**config.mk**
```make
export PLATFORM = sky130hd
export DESIGN_NAME = fbx_exec
export DESIGN_NICKNAME = d
export VERILOG_FILES = /design/src/hdl/fbx_pkg.sv /design/src/hdl/fbx_shrot.sv /design/src/hdl/fbx_exec.sv
export SDC_FILE = /design/constraint.sdc
export NUM_CORES = 2
export LEC_CHECK = 0
export ABC_AREA = 1
export BUFFER_PORTS_ARGS = -buffer_cell sky130_fd_sc_hd__clkbuf_2
export CAP_MARGIN = 15
export CORE_ASPECT_RATIO = 1.1
export CORE_UTILIZATION = 55
export CTS_BUF_LIST = sky130_fd_sc_hd__clkbuf_4
export DETAILED_ROUTE_END_ITERATION = 8
export PLACE_DENSITY_LB_ADDON = 0.15
export SETUP_SLACK_MARGIN = 0.2
export SYNTH_ARGS = -nofsm -noshare
export SYNTH_HDL_FRONTEND = slang
export SYNTH_SLANG_ARGS = --single-unit
```
**constraint.sdc**
```tcl
create_clock -name sys_clk -period 19.3 [get_ports sys_clk]
set_input_delay 0.965 -clock sys_clk [delete_from_list [all_inputs] [get_ports sys_clk]]
set_output_delay 0.965 -clock sys_clk [all_outputs]
set_load 0.01 [all_outputs]
```
**src/hdl/fbx_pkg.sv**
```systemverilog
/*
  fbx_pkg: shared types and constants for the frame/bound/shift/rotate
  execution datapath. Assumes a 16-bit core with byte-addressed memory.
*/
package fbx_pkg;

  localparam int unsigned WORD_W = 16;

  // operation codes handed over by the decoder
  typedef enum logic [3:0] {
    OP_FRAME_COLLAPSE     = 4'b0000,
    OP_BOUND_CHECK        = 4'b0001,
    OP_PUSH_IMM           = 4'b0010,
    OP_SIGNED_IMM_MUL     = 4'b0011,
    OP_ARITH_LEFT_SHIFT   = 4'b0100,
    OP_LOGIC_LEFT_SHIFT   = 4'b0101,
    OP_ARITH_RIGHT_SHIFT  = 4'b0110,
    OP_LOGIC_RIGHT_SHIFT  = 4'b0111,
    OP_ROTATE_LEFT        = 4'b1000,
    OP_ROTATE_RIGHT       = 4'b1001,
    OP_ROTATE_LEFT_CARRY  = 4'b1010,
    OP_ROTATE_RIGHT_CARRY = 4'b1011
  } fbx_op_t;

  typedef enum logic [2:0] {
    ST_IDLE = 3'b000,
    ST_EXEC = 3'b001,
    ST_POP  = 3'b010,
    ST_LO   = 3'b011,
    ST_HI   = 3'b100,
    ST_PUSH = 3'b101
  } fbx_state_t;

  localparam logic [7:0]  COUNT_MASK    = 8'h1F;
  localparam logic [7:0]  EXC_BOUND     = 8'h05;
  localparam logic [15:0] WORD_BYTES    = 16'h0002;

  // request from the decoder
  typedef struct packed {
    fbx_op_t     op;
    logic        wide;        // word operand / word immediate
    logic        rm_is_reg;   // limit operand encoded as a register
    logic [15:0] imm;         // immediate or count (low byte)
    logic [15:0] src;         // register or fetched memory operand
    logic [15:0] ea;          // effective address of memory operand
    logic [15:0] sp;
    logic [15:0] frame_base_register;
    logic        carry;       // carry flag in
  } fbx_cmd_t;

  // answer to the decoder
  typedef struct packed {
    logic [15:0] result;
    logic        wr_reg;
    logic        carry;
    logic        wr_carry;
    logic [15:0] new_sp;
    logic        wr_sp;
    logic [15:0] new_frame_base;
    logic        wr_frame_base;
    logic        exc;
    logic [7:0]  exc_type;
  } fbx_res_t;

endpackage

```
**src/hdl/fbx_shrot.sv**
```systemverilog
/*
  fbx_shrot: combinational shifter/rotator for byte or word operands.
  Assumes the count is already masked to 0..31 by the caller.
*/
`timescale 1ns/1ns
module fbx_shrot #(
  parameter bit LOGIC_RIGHT_ZERO_FILL = 1'b0
) (
  // operation
  input  fbx_pkg::fbx_op_t op,
  input  wire logic        wide,
  input  wire logic [4:0]  cnt,
  // operand
  input  wire logic [15:0] data,
  input  wire logic        cin,
  // result
  output logic      [15:0] res,
  output logic             cout
);
  import fbx_pkg::*;

  always_comb begin
    logic [15:0] v;
    logic        c;
    logic        top;
    logic        bot;
    int          msb;
    v   = data;
    c   = cin;
    top = 1'b0;
    bot = 1'b0;
    msb = wide ? 15 : 7;
    // one step per count; loop unrolls to a fixed 31-stage network
    for (int i = 0; i < 31; i++) begin
      if (i < int'(cnt)) begin
        top = v[msb];
        bot = v[0];
        case (op)
          OP_ARITH_LEFT_SHIFT, OP_LOGIC_LEFT_SHIFT: begin
            v = v << 1;
            c = top;
          end
          OP_ARITH_RIGHT_SHIFT: begin
            v      = v >> 1;
            v[msb] = top;
            c      = bot;
          end
          OP_LOGIC_RIGHT_SHIFT: begin
            v      = v >> 1;
            v[msb] = LOGIC_RIGHT_ZERO_FILL ? 1'b0 : top;
            c      = bot;
          end
          OP_ROTATE_LEFT: begin
            v    = v << 1;
            v[0] = top;
            c    = top;
          end
          OP_ROTATE_RIGHT: begin
            v      = v >> 1;
            v[msb] = bot;
            c      = bot;
          end
          OP_ROTATE_LEFT_CARRY: begin
            v    = v << 1;
            v[0] = c;
            c    = top;
          end
          OP_ROTATE_RIGHT_CARRY: begin
            v      = v >> 1;
            v[msb] = c;
            c      = bot;
          end
          default: begin
            v = v;
          end
        endcase
      end
    end
    res  = wide ? v : {8'h00, v[7:0]};
    cout = c;
  end

endmodule // fbx_shrot

```
**src/hdl/fbx_exec.sv**
```systemverilog
/*
  fbx_exec: execution datapath for frame collapse, signed bounds check,
  push immediate, immediate multiply and immediate shifts/rotates.
  Assumes the decoder and bus interface unit run on sys_clk; the memory
  port is a simple request/acknowledge master.
*/
// Notes on behaviour
// - frame collapse loads the stack pointer from the frame base, then pops the frame base.
// - bounds check compares the signed value to signed limits and raises type 5 outside them.
// - the lower limit is read at the effective address and the upper at the next word.
// - a register-encoded limit operand raises the invalid opcode exception instead.
// - push immediate takes a byte or word, sign-extending a byte before the stack write.
// - immediate multiply sign-extends a byte immediate and keeps the low 16 product bits.
// - the multiply source may be any register or memory, the result goes to a register.
// - immediate counts are masked with 1FH so no more than 31 positions are applied.
// - arithmetic and logical left shift are one operation that fills zeros on the right.
// - arithmetic right shift copies the original sign bit into vacated high bits.
// - logical right shift equals arithmetic right shift unless zero fill is chosen.
// - rotate left moves the top bit of a byte or word into the bottom bit.
// - rotate right moves the bottom bit of a byte or word into the top bit.
// - rotate left through carry moves carry into bit 0 and the top bit into carry.
// - rotate right through carry moves carry into the top bit and bit 0 into carry.
`timescale 1ns/1ns
module fbx_exec #(
  parameter logic [7:0] INVALID_OP_TYPE       = 8'h06,
  parameter bit         LOGIC_RIGHT_ZERO_FILL = 1'b0
) (
  // clock and reset
  input  wire logic             sys_clk,
  input  wire logic             rst,
  // decoder request
  input  wire logic             cmd_valid,
  input  fbx_pkg::fbx_cmd_t     cmd,
  output logic                  cmd_ready_q,
  // decoder answer
  output logic                  done_q,
  output fbx_pkg::fbx_res_t     res_q,
  // memory port to bus interface
  output logic                  mem_rd_q,
  output logic                  mem_wr_q,
  output logic           [15:0] mem_addr_q,
  output logic           [15:0] mem_wdata_q,
  input  wire logic      [15:0] mem_rdata,
  input  wire logic             mem_ack
);
  import fbx_pkg::*;

  fbx_state_t  state_q;
  fbx_cmd_t    cmd_q;
  logic [15:0] lo_q;

  // decode and datapath terms
  wire         accept     = cmd_valid && cmd_ready_q;
  wire [15:0]  imm_sext   = cmd_q.wide ? cmd_q.imm
                                       : {{8{cmd_q.imm[7]}}, cmd_q.imm[7:0]};
  wire [31:0]  product    = $signed(cmd_q.src) * $signed(imm_sext);
  wire [15:0]  mul_low    = product[15:0];
  wire [7:0]   cnt_masked = cmd_q.imm[7:0] & COUNT_MASK;
  wire [15:0]  push_addr  = cmd_q.sp - WORD_BYTES;
  wire [15:0]  hi_addr    = cmd_q.ea + WORD_BYTES;
  wire         below_lo   = $signed(cmd_q.src) < $signed(lo_q);
  wire         above_hi   = $signed(cmd_q.src) > $signed(mem_rdata);
  wire         is_shift   = cmd_q.op[3] || cmd_q.op[2];
  wire [15:0]  sh_res;
  wire         sh_cout;

  fbx_shrot #(
    .LOGIC_RIGHT_ZERO_FILL (LOGIC_RIGHT_ZERO_FILL)
  ) u_shrot (
    .op   (cmd_q.op),
    .wide (cmd_q.wide),
    .cnt  (cnt_masked[4:0]),
    .data (cmd_q.src),
    .cin  (cmd_q.carry),
    .res  (sh_res),
    .cout (sh_cout)
  );

  always_ff @(posedge sys_clk or posedge rst) begin
    if (rst) begin
      state_q     <= ST_IDLE;
      cmd_q       <= '0;
      lo_q        <= 16'h0000;
      cmd_ready_q <= 1'b1;
      done_q      <= 1'b0;
      res_q       <= '0;
      mem_rd_q    <= 1'b0;
      mem_wr_q    <= 1'b0;
      mem_addr_q  <= 16'h0000;
      mem_wdata_q <= 16'h0000;
    end else begin
      done_q <= 1'b0;
      unique case (state_q)
        ST_IDLE: begin
          if (accept) begin
            cmd_q       <= cmd;
            cmd_ready_q <= 1'b0;
            res_q       <= '0;
            state_q     <= ST_EXEC;
          end
        end
        ST_EXEC: begin
          if (cmd_q.op == OP_FRAME_COLLAPSE) begin
            res_q.new_sp <= cmd_q.frame_base_register;
            mem_rd_q     <= 1'b1;
            mem_addr_q   <= cmd_q.frame_base_register;
            state_q      <= ST_POP;
          end else if (cmd_q.op == OP_BOUND_CHECK) begin
            if (cmd_q.rm_is_reg) begin
              res_q.exc      <= 1'b1;
              res_q.exc_type <= INVALID_OP_TYPE;
              done_q         <= 1'b1;
              cmd_ready_q    <= 1'b1;
              state_q        <= ST_IDLE;
            end else begin
              mem_rd_q   <= 1'b1;
              mem_addr_q <= cmd_q.ea;
              state_q    <= ST_LO;
            end
          end else if (cmd_q.op == OP_PUSH_IMM) begin
            mem_wr_q    <= 1'b1;
            mem_addr_q  <= push_addr;
            mem_wdata_q <= imm_sext;
            state_q     <= ST_PUSH;
          end else begin
            // multiply and shifts finish here; destination is always a register
            res_q.result   <= is_shift ? sh_res : mul_low;
            res_q.wr_reg   <= 1'b1;
            // zero count leaves carry untouched
            res_q.carry    <= sh_cout;
            res_q.wr_carry <= is_shift && (cnt_masked != 8'h00);
            done_q         <= 1'b1;
            cmd_ready_q    <= 1'b1;
            state_q        <= ST_IDLE;
          end
        end
        ST_POP: begin
          if (mem_ack) begin
            mem_rd_q     <= 1'b0;
            res_q.new_frame_base <= mem_rdata;
            res_q.wr_frame_base  <= 1'b1;
            res_q.new_sp <= res_q.new_sp + WORD_BYTES;
            res_q.wr_sp  <= 1'b1;
            done_q       <= 1'b1;
            cmd_ready_q  <= 1'b1;
            state_q      <= ST_IDLE;
          end
        end
        ST_LO: begin
          if (mem_ack) begin
            lo_q       <= mem_rdata;
            mem_addr_q <= hi_addr;
            state_q    <= ST_HI;
          end
        end
        ST_HI: begin
          if (mem_ack) begin
            mem_rd_q       <= 1'b0;
            res_q.exc      <= below_lo || above_hi;
            res_q.exc_type <= EXC_BOUND;
            done_q         <= 1'b1;
            cmd_ready_q    <= 1'b1;
            state_q        <= ST_IDLE;
          end
        end
        ST_PUSH: begin
          if (mem_ack) begin
            mem_wr_q     <= 1'b0;
            res_q.new_sp <= push_addr;
            res_q.wr_sp  <= 1'b1;
            done_q       <= 1'b1;
            cmd_ready_q  <= 1'b1;
            state_q      <= ST_IDLE;
          end
        end
        default: begin
          // illegal code: recover to idle
          mem_rd_q    <= 1'b0;
          mem_wr_q    <= 1'b0;
          cmd_ready_q <= 1'b1;
          state_q     <= ST_IDLE;
        end
      endcase
    end
  end

endmodule // fbx_exec

```
### Word level (Yosys, flattened, before mapping)

Cells that the tools add are included.

| operators by class | value |
|---|---|
| bitwise logic cells | 5 |
| multiply operators | 1 |
| magnitude comparators | 35 |
| mux-type cells | 368 |
| reduce and logical (&&, ||, !) cells | 35 |
| equal/unequal tests | 35 |
| add/sub/neg operators | 3 |

Operator list:

| kind | count |
|---|---|
| 16-bit case mux with 6 select lines | 31 |
| 16-bit bitwise mux | 93 |
| 16-bit 2-to-1 mux | 40 |
| 1-bit binary-select mux with 4-bit select | 31 |
| 1-bit 2-to-1 mux | 112 |
| 5-bit less-than comparator, first input constant | 15 |
| 1-bit case mux with 2 select lines | 32 |
| 16-bit case mux with 4 select lines | 1 |
| 62-bit 2-to-1 mux | 1 |
| 19-bit 2-to-1 mux | 3 |
| 4-bit by 5-bit less-than comparator with 1-bit output, first input constant | 8 |
| 19-bit case mux with 2 select lines | 1 |
| 9-bit 2-to-1 mux | 4 |
| 34-bit 2-to-1 mux | 1 |
| 17-bit case mux with 2 select lines | 1 |
| 16-bit by 2-bit adder with 16-bit output, second input constant | 2 |
| 32-bit by 1-bit greater-or-equal comparator with 1-bit output, second input constant | 1 |
| 32-bit by 6-bit less-than comparator with 1-bit output, second input constant | 1 |
| 16-bit case mux with 2 select lines | 1 |
| 9-bit case mux with 3 select lines | 1 |
| 2-bit != test, second input constant | 12 |
| 3-bit by 5-bit less-than comparator with 1-bit output, first input constant | 4 |
| 3-bit 2-to-1 mux | 6 |
| 17-bit 2-to-1 mux | 1 |
| 39 further kinds | 79 |

| storage, ports and cells | value |
|---|---|
| logic and storage cells | 509 |
| bits of input ports | 107 |
| output and inout port bits | 98 |
| bits in registers | 204 |

### Depth between registers and ports, before layout

| depth | value |
|---|---|
| word-level depth | 194 |
| mapped depth | 153 |
| depth with buffers taken out | 152 |

### By module

A second synthesis with hierarchy kept.

| unflattened totals | value |
|---|---|
| cell total of the unflattened synthesis | 4911 |
| area, all modules | 29408.2 µm² |

Modules (own cells, without submodules):

| module | sequential area each (µm²) | times used | cells each | area each (µm²) |
|---|---|---|---|---|
| fbx_shrot | 0.0 | 1 | 3011 | 14924.3 |
| fbx_exec | 4981.0 | 1 | 1900 | 14483.9 |

### Least setup slack after synthesis

Ideal clock, no wire load.

| timing path | value |
|---|---|
| path type | register to register |
| start point | register cmd_q[85] (netlist name) |
| end point | register res_q[60] (netlist name) |
| data arrival time | 10.246 ns |
| library setup time | 0.117 ns |
| stages on the path, launching flop included | 52 |
| buffers on the path | 39 |
| data required time | 19.183 ns |
| path slack | 8.937 ns |
| clock period less this slack | 10.363 ns |
| cells stage by stage | dfrtp_1 inv_1 ha_1 nand2_2 nand2_4 inv_2 buf_6 buf_4 buf_4 buf_4 clkbuf_1 buf_2 buf_2 buf_2 buf_1 buf_2 buf_2 buf_2 [16 not listed] buf_1 clkbuf_1 buf_2 buf_2 clkbuf_1 buf_4 buf_4 clkbuf_1 clkbuf_1 clkbuf_1 clkbuf_1 o221ai_1 nand3_1 nand2_1 o21ai_1 nand2_1 nand3_1 nand2_1 |

| on the way | value |
|---|---|
| word-level cells in the longest chain between the ends | 190 |
| elaborated cells on any way between the ends | 328 |
| those cells by class | eq/ne: 13; mux: 308; reduce/logical: 7 |

RTL lines:

| what | line | RTL |
|---|---|---|
| start: declaration | fbx_exec.sv:49 | `fbx_cmd_t cmd_q;` |
| start signal: assignment | fbx_exec.sv:96 | `cmd_q <= cmd;` |
| 4-bit by 3-bit equality test with 1-bit output | fbx_shrot.sv:38 | `case (op)` |
| 2-bit OR reduction, on equally long branches | n/a |  |
| 16-bit case mux with 6 select lines | fbx_shrot.sv:38 |  |
| 16-bit 2-to-1 mux | fbx_shrot.sv:35 | `if (i < int'(cnt)) begin` |
| 1-bit binary-select mux with 4-bit select | fbx_shrot.sv:36 | `top = v[msb];` |
| 1-bit 2-to-1 mux (not written as such) (2 in a row) | fbx_shrot.sv:36 |  |
| 16-bit bitwise mux | fbx_shrot.sv:45, fbx_shrot.sv:50 |  |
| 16-bit case mux with 6 select lines | fbx_shrot.sv:38 |  |
| [173 not listed] | n/a |  |
| 16-bit case mux with 6 select lines | fbx_shrot.sv:38 |  |
| 16-bit 2-to-1 mux | fbx_shrot.sv:35 |  |
| 16-bit 2-to-1 mux | fbx_shrot.sv:79 | `res = wide ? v : {8'h00, v[7:0]};` |
| 16-bit 2-to-1 mux | fbx_exec.sv:127 | `res_q.result <= is_shift ? sh_res : mul_low;` |
| 19-bit 2-to-1 mux | fbx_exec.sv:120 | `end else if (cmd_q.op == OP_PUSH_IMM) begin` |
| 19-bit 2-to-1 mux | fbx_exec.sv:108 | `end else if (cmd_q.op == OP_BOUND_CHECK) begin` |
| 19-bit 2-to-1 mux | fbx_exec.sv:103 | `if (cmd_q.op == OP_FRAME_COLLAPSE) begin` |
| 19-bit case mux with 2 select lines | fbx_exec.sv:93 | `unique case (state_q)` |
| end: declaration | fbx_exec.sv:37 | `output fbx_pkg::fbx_res_t res_q,` |

Several ways; a longest one is shown, not always the timed one. The select of a mux whose other input is x is not followed.
A chain may end at the register's enable or synchronous reset.

### Worst setup path after layout

| timing path | value |
|---|---|
| start point | register cmd_q[86] (netlist name) |
| end point | register res_q[57] (netlist name) |

The elaborated chain is that of the path after synthesis.

==> reports/qor.yml <==
synthesis:
  synth_compound_area_share_pct: 20.87
  synth_top_family_by_area: "simple AND/OR/NAND/NOR gates"
  synth_edf_count: 0
  synth-simple-area-share_pct: 37.64
  yosys_most_used_dff: "dfrtp_1"
  synth_area_mm2: 0.02850
  yosysWarnings: 0
  synthCells: 4769
  synth.avg_cell_area_um2: 5.977
  muxShareOfSynthArea_pct: 0.03951
  synth_top_area_share_pct: 22.01
  synth_adder_area_share_pct: 9.851
  synthXorXnorAreaFrac_pct: 1.721
  synth_cell_types: 65
  ys_seq_elements: 199
  ys_seq_area_share_pct: 17.48
  ys_top_cells_by_area: "nand2_1, dfrtp_1, nand3_1, inv_1, fa_1"
  ys_async_sr_fraction_pct: 100.0
  synth_area_leader_cell: "nand2_1"
worst_setup_path:
  worst_ep_arrival_time_ns: 15.48
  cpPeakStageDelay_ns: 0.59
  crit_fanout: 40
  crit_top_cell: "nand2_1"
  r2r_start: "cmd_q[86]"
  cp-start-kind: "flop"
  slowest_stage: "nor2_4"
  ff2ff_setup_slack_ns: 4.41
  r2r-end: "res_q[57]"
  required_ns: 19.89
  crit_type: "reg2reg"
  cp-end-kind: "flop"
  rr_worst_depth: 97
global_routing:
  grt_pass1_wl_mm: 151.0
  grt_overflow: 0
  antenna_found_initial: 5
  grt_pass1_vias: 29160
  grt_max_degree: 160
  grt_usage_pct: 35.14
sta:
  rsz0062_at_grt: "no"
  finalSetupViolations: 0
  hold_slack_ns: 0.4529
  period_share_pct: 77.15
  worst_pin_slew_ns: 1.149
  slew_viol_final: 0
  finalSetupTns_ns: 0
  final.setup.worst_slack_ns: 4.411
  relSlewSlack_pct: 23.14
  fmax_mhz: 67.16
  finalWorstPathRequiredPeriod_ns: 14.89
  fin_skew_ns: 0.04093
  hold_viol: 0
final_layout:
  drive_above_1_share_pct: 10.01
  area_growth_pct: 3.964
  final_cells: 5436
  fillers: 5314
  layout.nets: 5036
detailed_routing:
  drt-initial-drc-count: 3346
  wl_per_cell_um: 17.17
  vias: 32040
  remaining_drc_errors: 0
  dr.pass1.iters: 9
  routed_wl_mm: 93.33
  antenna_left: 0
  vias_per_cell: 5.895
cts:
  htree_levels: 4
  cts_buffers: 17
  clkSinkCount: 199
  clk_latency_ns: 0.70
  cts_root_buffer: "clkbuf_4"
  ctsHoldBuffers: 0
  postCtsSetupBuffers: 0
  cts-resized-gates: 0
  clk_path_buf_depth: 2
  cts_tree: "done"
  clk_pin_slew_worst_paths_ns: 0.17
floorplanning:
  core-area_mm2: 0.05127
  rows: 87
  die_x_um: 219.1
  start_util_pct: 55.59
  io-pin-count: 205
  die_area_mm2: 0.05274
  die_h_um: 240.8
outcome:
  status: "finished, final reports clean"
placement:
  gp_congestion: 0.9521
  dpl.hpwl_mm: 67.59
  dp.cells: 5400
  io_buffers: 199
  dp_slack_ns: 4.739
worst_hold_path:
  hold_class: "in2async"
job:
  max_cap_violations: 0
-- per-layer routing --
| layer | part of all wire (%) | vias up | GRT usage [%] |
|---|---|---|---|
| met5 | 0 | - | 0 |
| met3 | 7.4 | 237 | 4.549 |
| met4 | 3.6 | 0 | 13.51 |
| li1 | - | 15650 | - |
| met1 | 43 | 14800 | 47.18 |
| met2 | 46 | 1357 | 57.33 |
-- kinds of logic after synthesis --
logic type / after synthesis
other: 1
DFF: 199
xor gates and xnor gates: 56
buffers and inverters: 850
AOI/OAI and AO/OA: 921
and+or+nand+nor: 2564
adders and majority gates: 177
muxes: 1
-- worst max-delay path, delay by kind of cell (launching register included) --
kind | cells | cell delay [ns]
and+or+nand+nor | 65 | 7.06
AOI/OAI and AO/OA | 28 | 6.51
buffers and inverters | 3 | 0.54
DFF | 1 | 0.38
adders and majority gates | 1 | 0.21
-- cell type report --
cell class	count	area (um^2)	share of cell area, %
timing repair buffer	252	1394	4.704
inverter	558	2130	7.187
tap	667	834.6	2.816
sequential	199	4985	16.82
multi-input combinational	3724	20020	67.56
antenna	5	12.51	0.04222
clock buffer	17	127.6	0.4307
clock inverter	14	128.9	0.4349
-- placed cells by master (no fill, tap or decap), drive strengths merged, types with 7 or more instances in the layout --
cell type and count:
a31oi 7, xnor2 23, inv 539, o22ai 27
or2 9, nand3b 8, nand2 1756, clkinv 30
nand3 440, o211ai 155, nand4 31, clkbuf 216
fa 79, nor3 18, and2 9, buf 53
xor2 33, o221ai 166, a21oi 89, ha 98
o21ai 435, o21bai 14, dfrtp 198, nor2 288
-- worst max path at each step --
stage,start,end,slack (ns),cells past startpoint
floorplan,cmd_q[85],res_q[60],8.94,51
global placement,cmd_q[85],res_q[59],4.62,97
detailed placement,cmd_q[86],res_q[59],4.74,97
CTS,cmd_q[86],res_q[57],4.71,97
global route,cmd_q[85],res_q[53],2.81,140
finish,cmd_q[86],res_q[57],4.41,97
-- state kept, by name, summed over array words and instances, names as in the netlist --
| name | count |
|---|---|
| mem_wr_q | 1 |
| done_q | 1 |
| cmd_ready_q | 1 |
| mem_addr_q | 16 |
| mem_wdata_q | 16 |
| lo_q | 16 |
| res_q | 57 |
| cmd_q | 87 |
| mem_rd_q | 1 |
| state_q | 3 |
-- cell usage after synthesis (all sizes together), types with 2 or more instances --
| cell | count |
|---|---|
| buf | 150 |
| clkinv | 22 |
| a211oi | 5 |
| fa | 79 |
| xnor2 | 23 |
| nand4 | 31 |
| o21bai | 14 |
| a32o | 2 |
| o311ai | 3 |
| o31ai | 4 |
| a31oi | 7 |
| or2 | 9 |
| nor4 | 4 |
| o221ai | 166 |
| and2 | 9 |
| a22oi | 2 |
| nand3 | 440 |
| a21oi | 89 |
| ha | 98 |
| o211ai | 155 |
| inv | 536 |
| o22ai | 27 |
| nand2 | 1756 |
| nand3b | 8 |
| nor3 | 18 |
| clkbuf | 142 |
| nor2 | 288 |
| xor2 | 33 |
| o21a | 5 |
| o21ai | 435 |
| dfrtp | 198 |
| a21boi | 3 |
-- metrics by stage --
step                cell area, um^2  util, %
finish                        29630    57.80
global route                  29630    57.80
CTS                           29620    57.77
detailed placement            29360    57.27
global placement              29360    57.27
floorplan                     28520        -
Power is not shown: default switching activity piles up to over one toggle a cycle in this logic, so the estimate is an artifact.
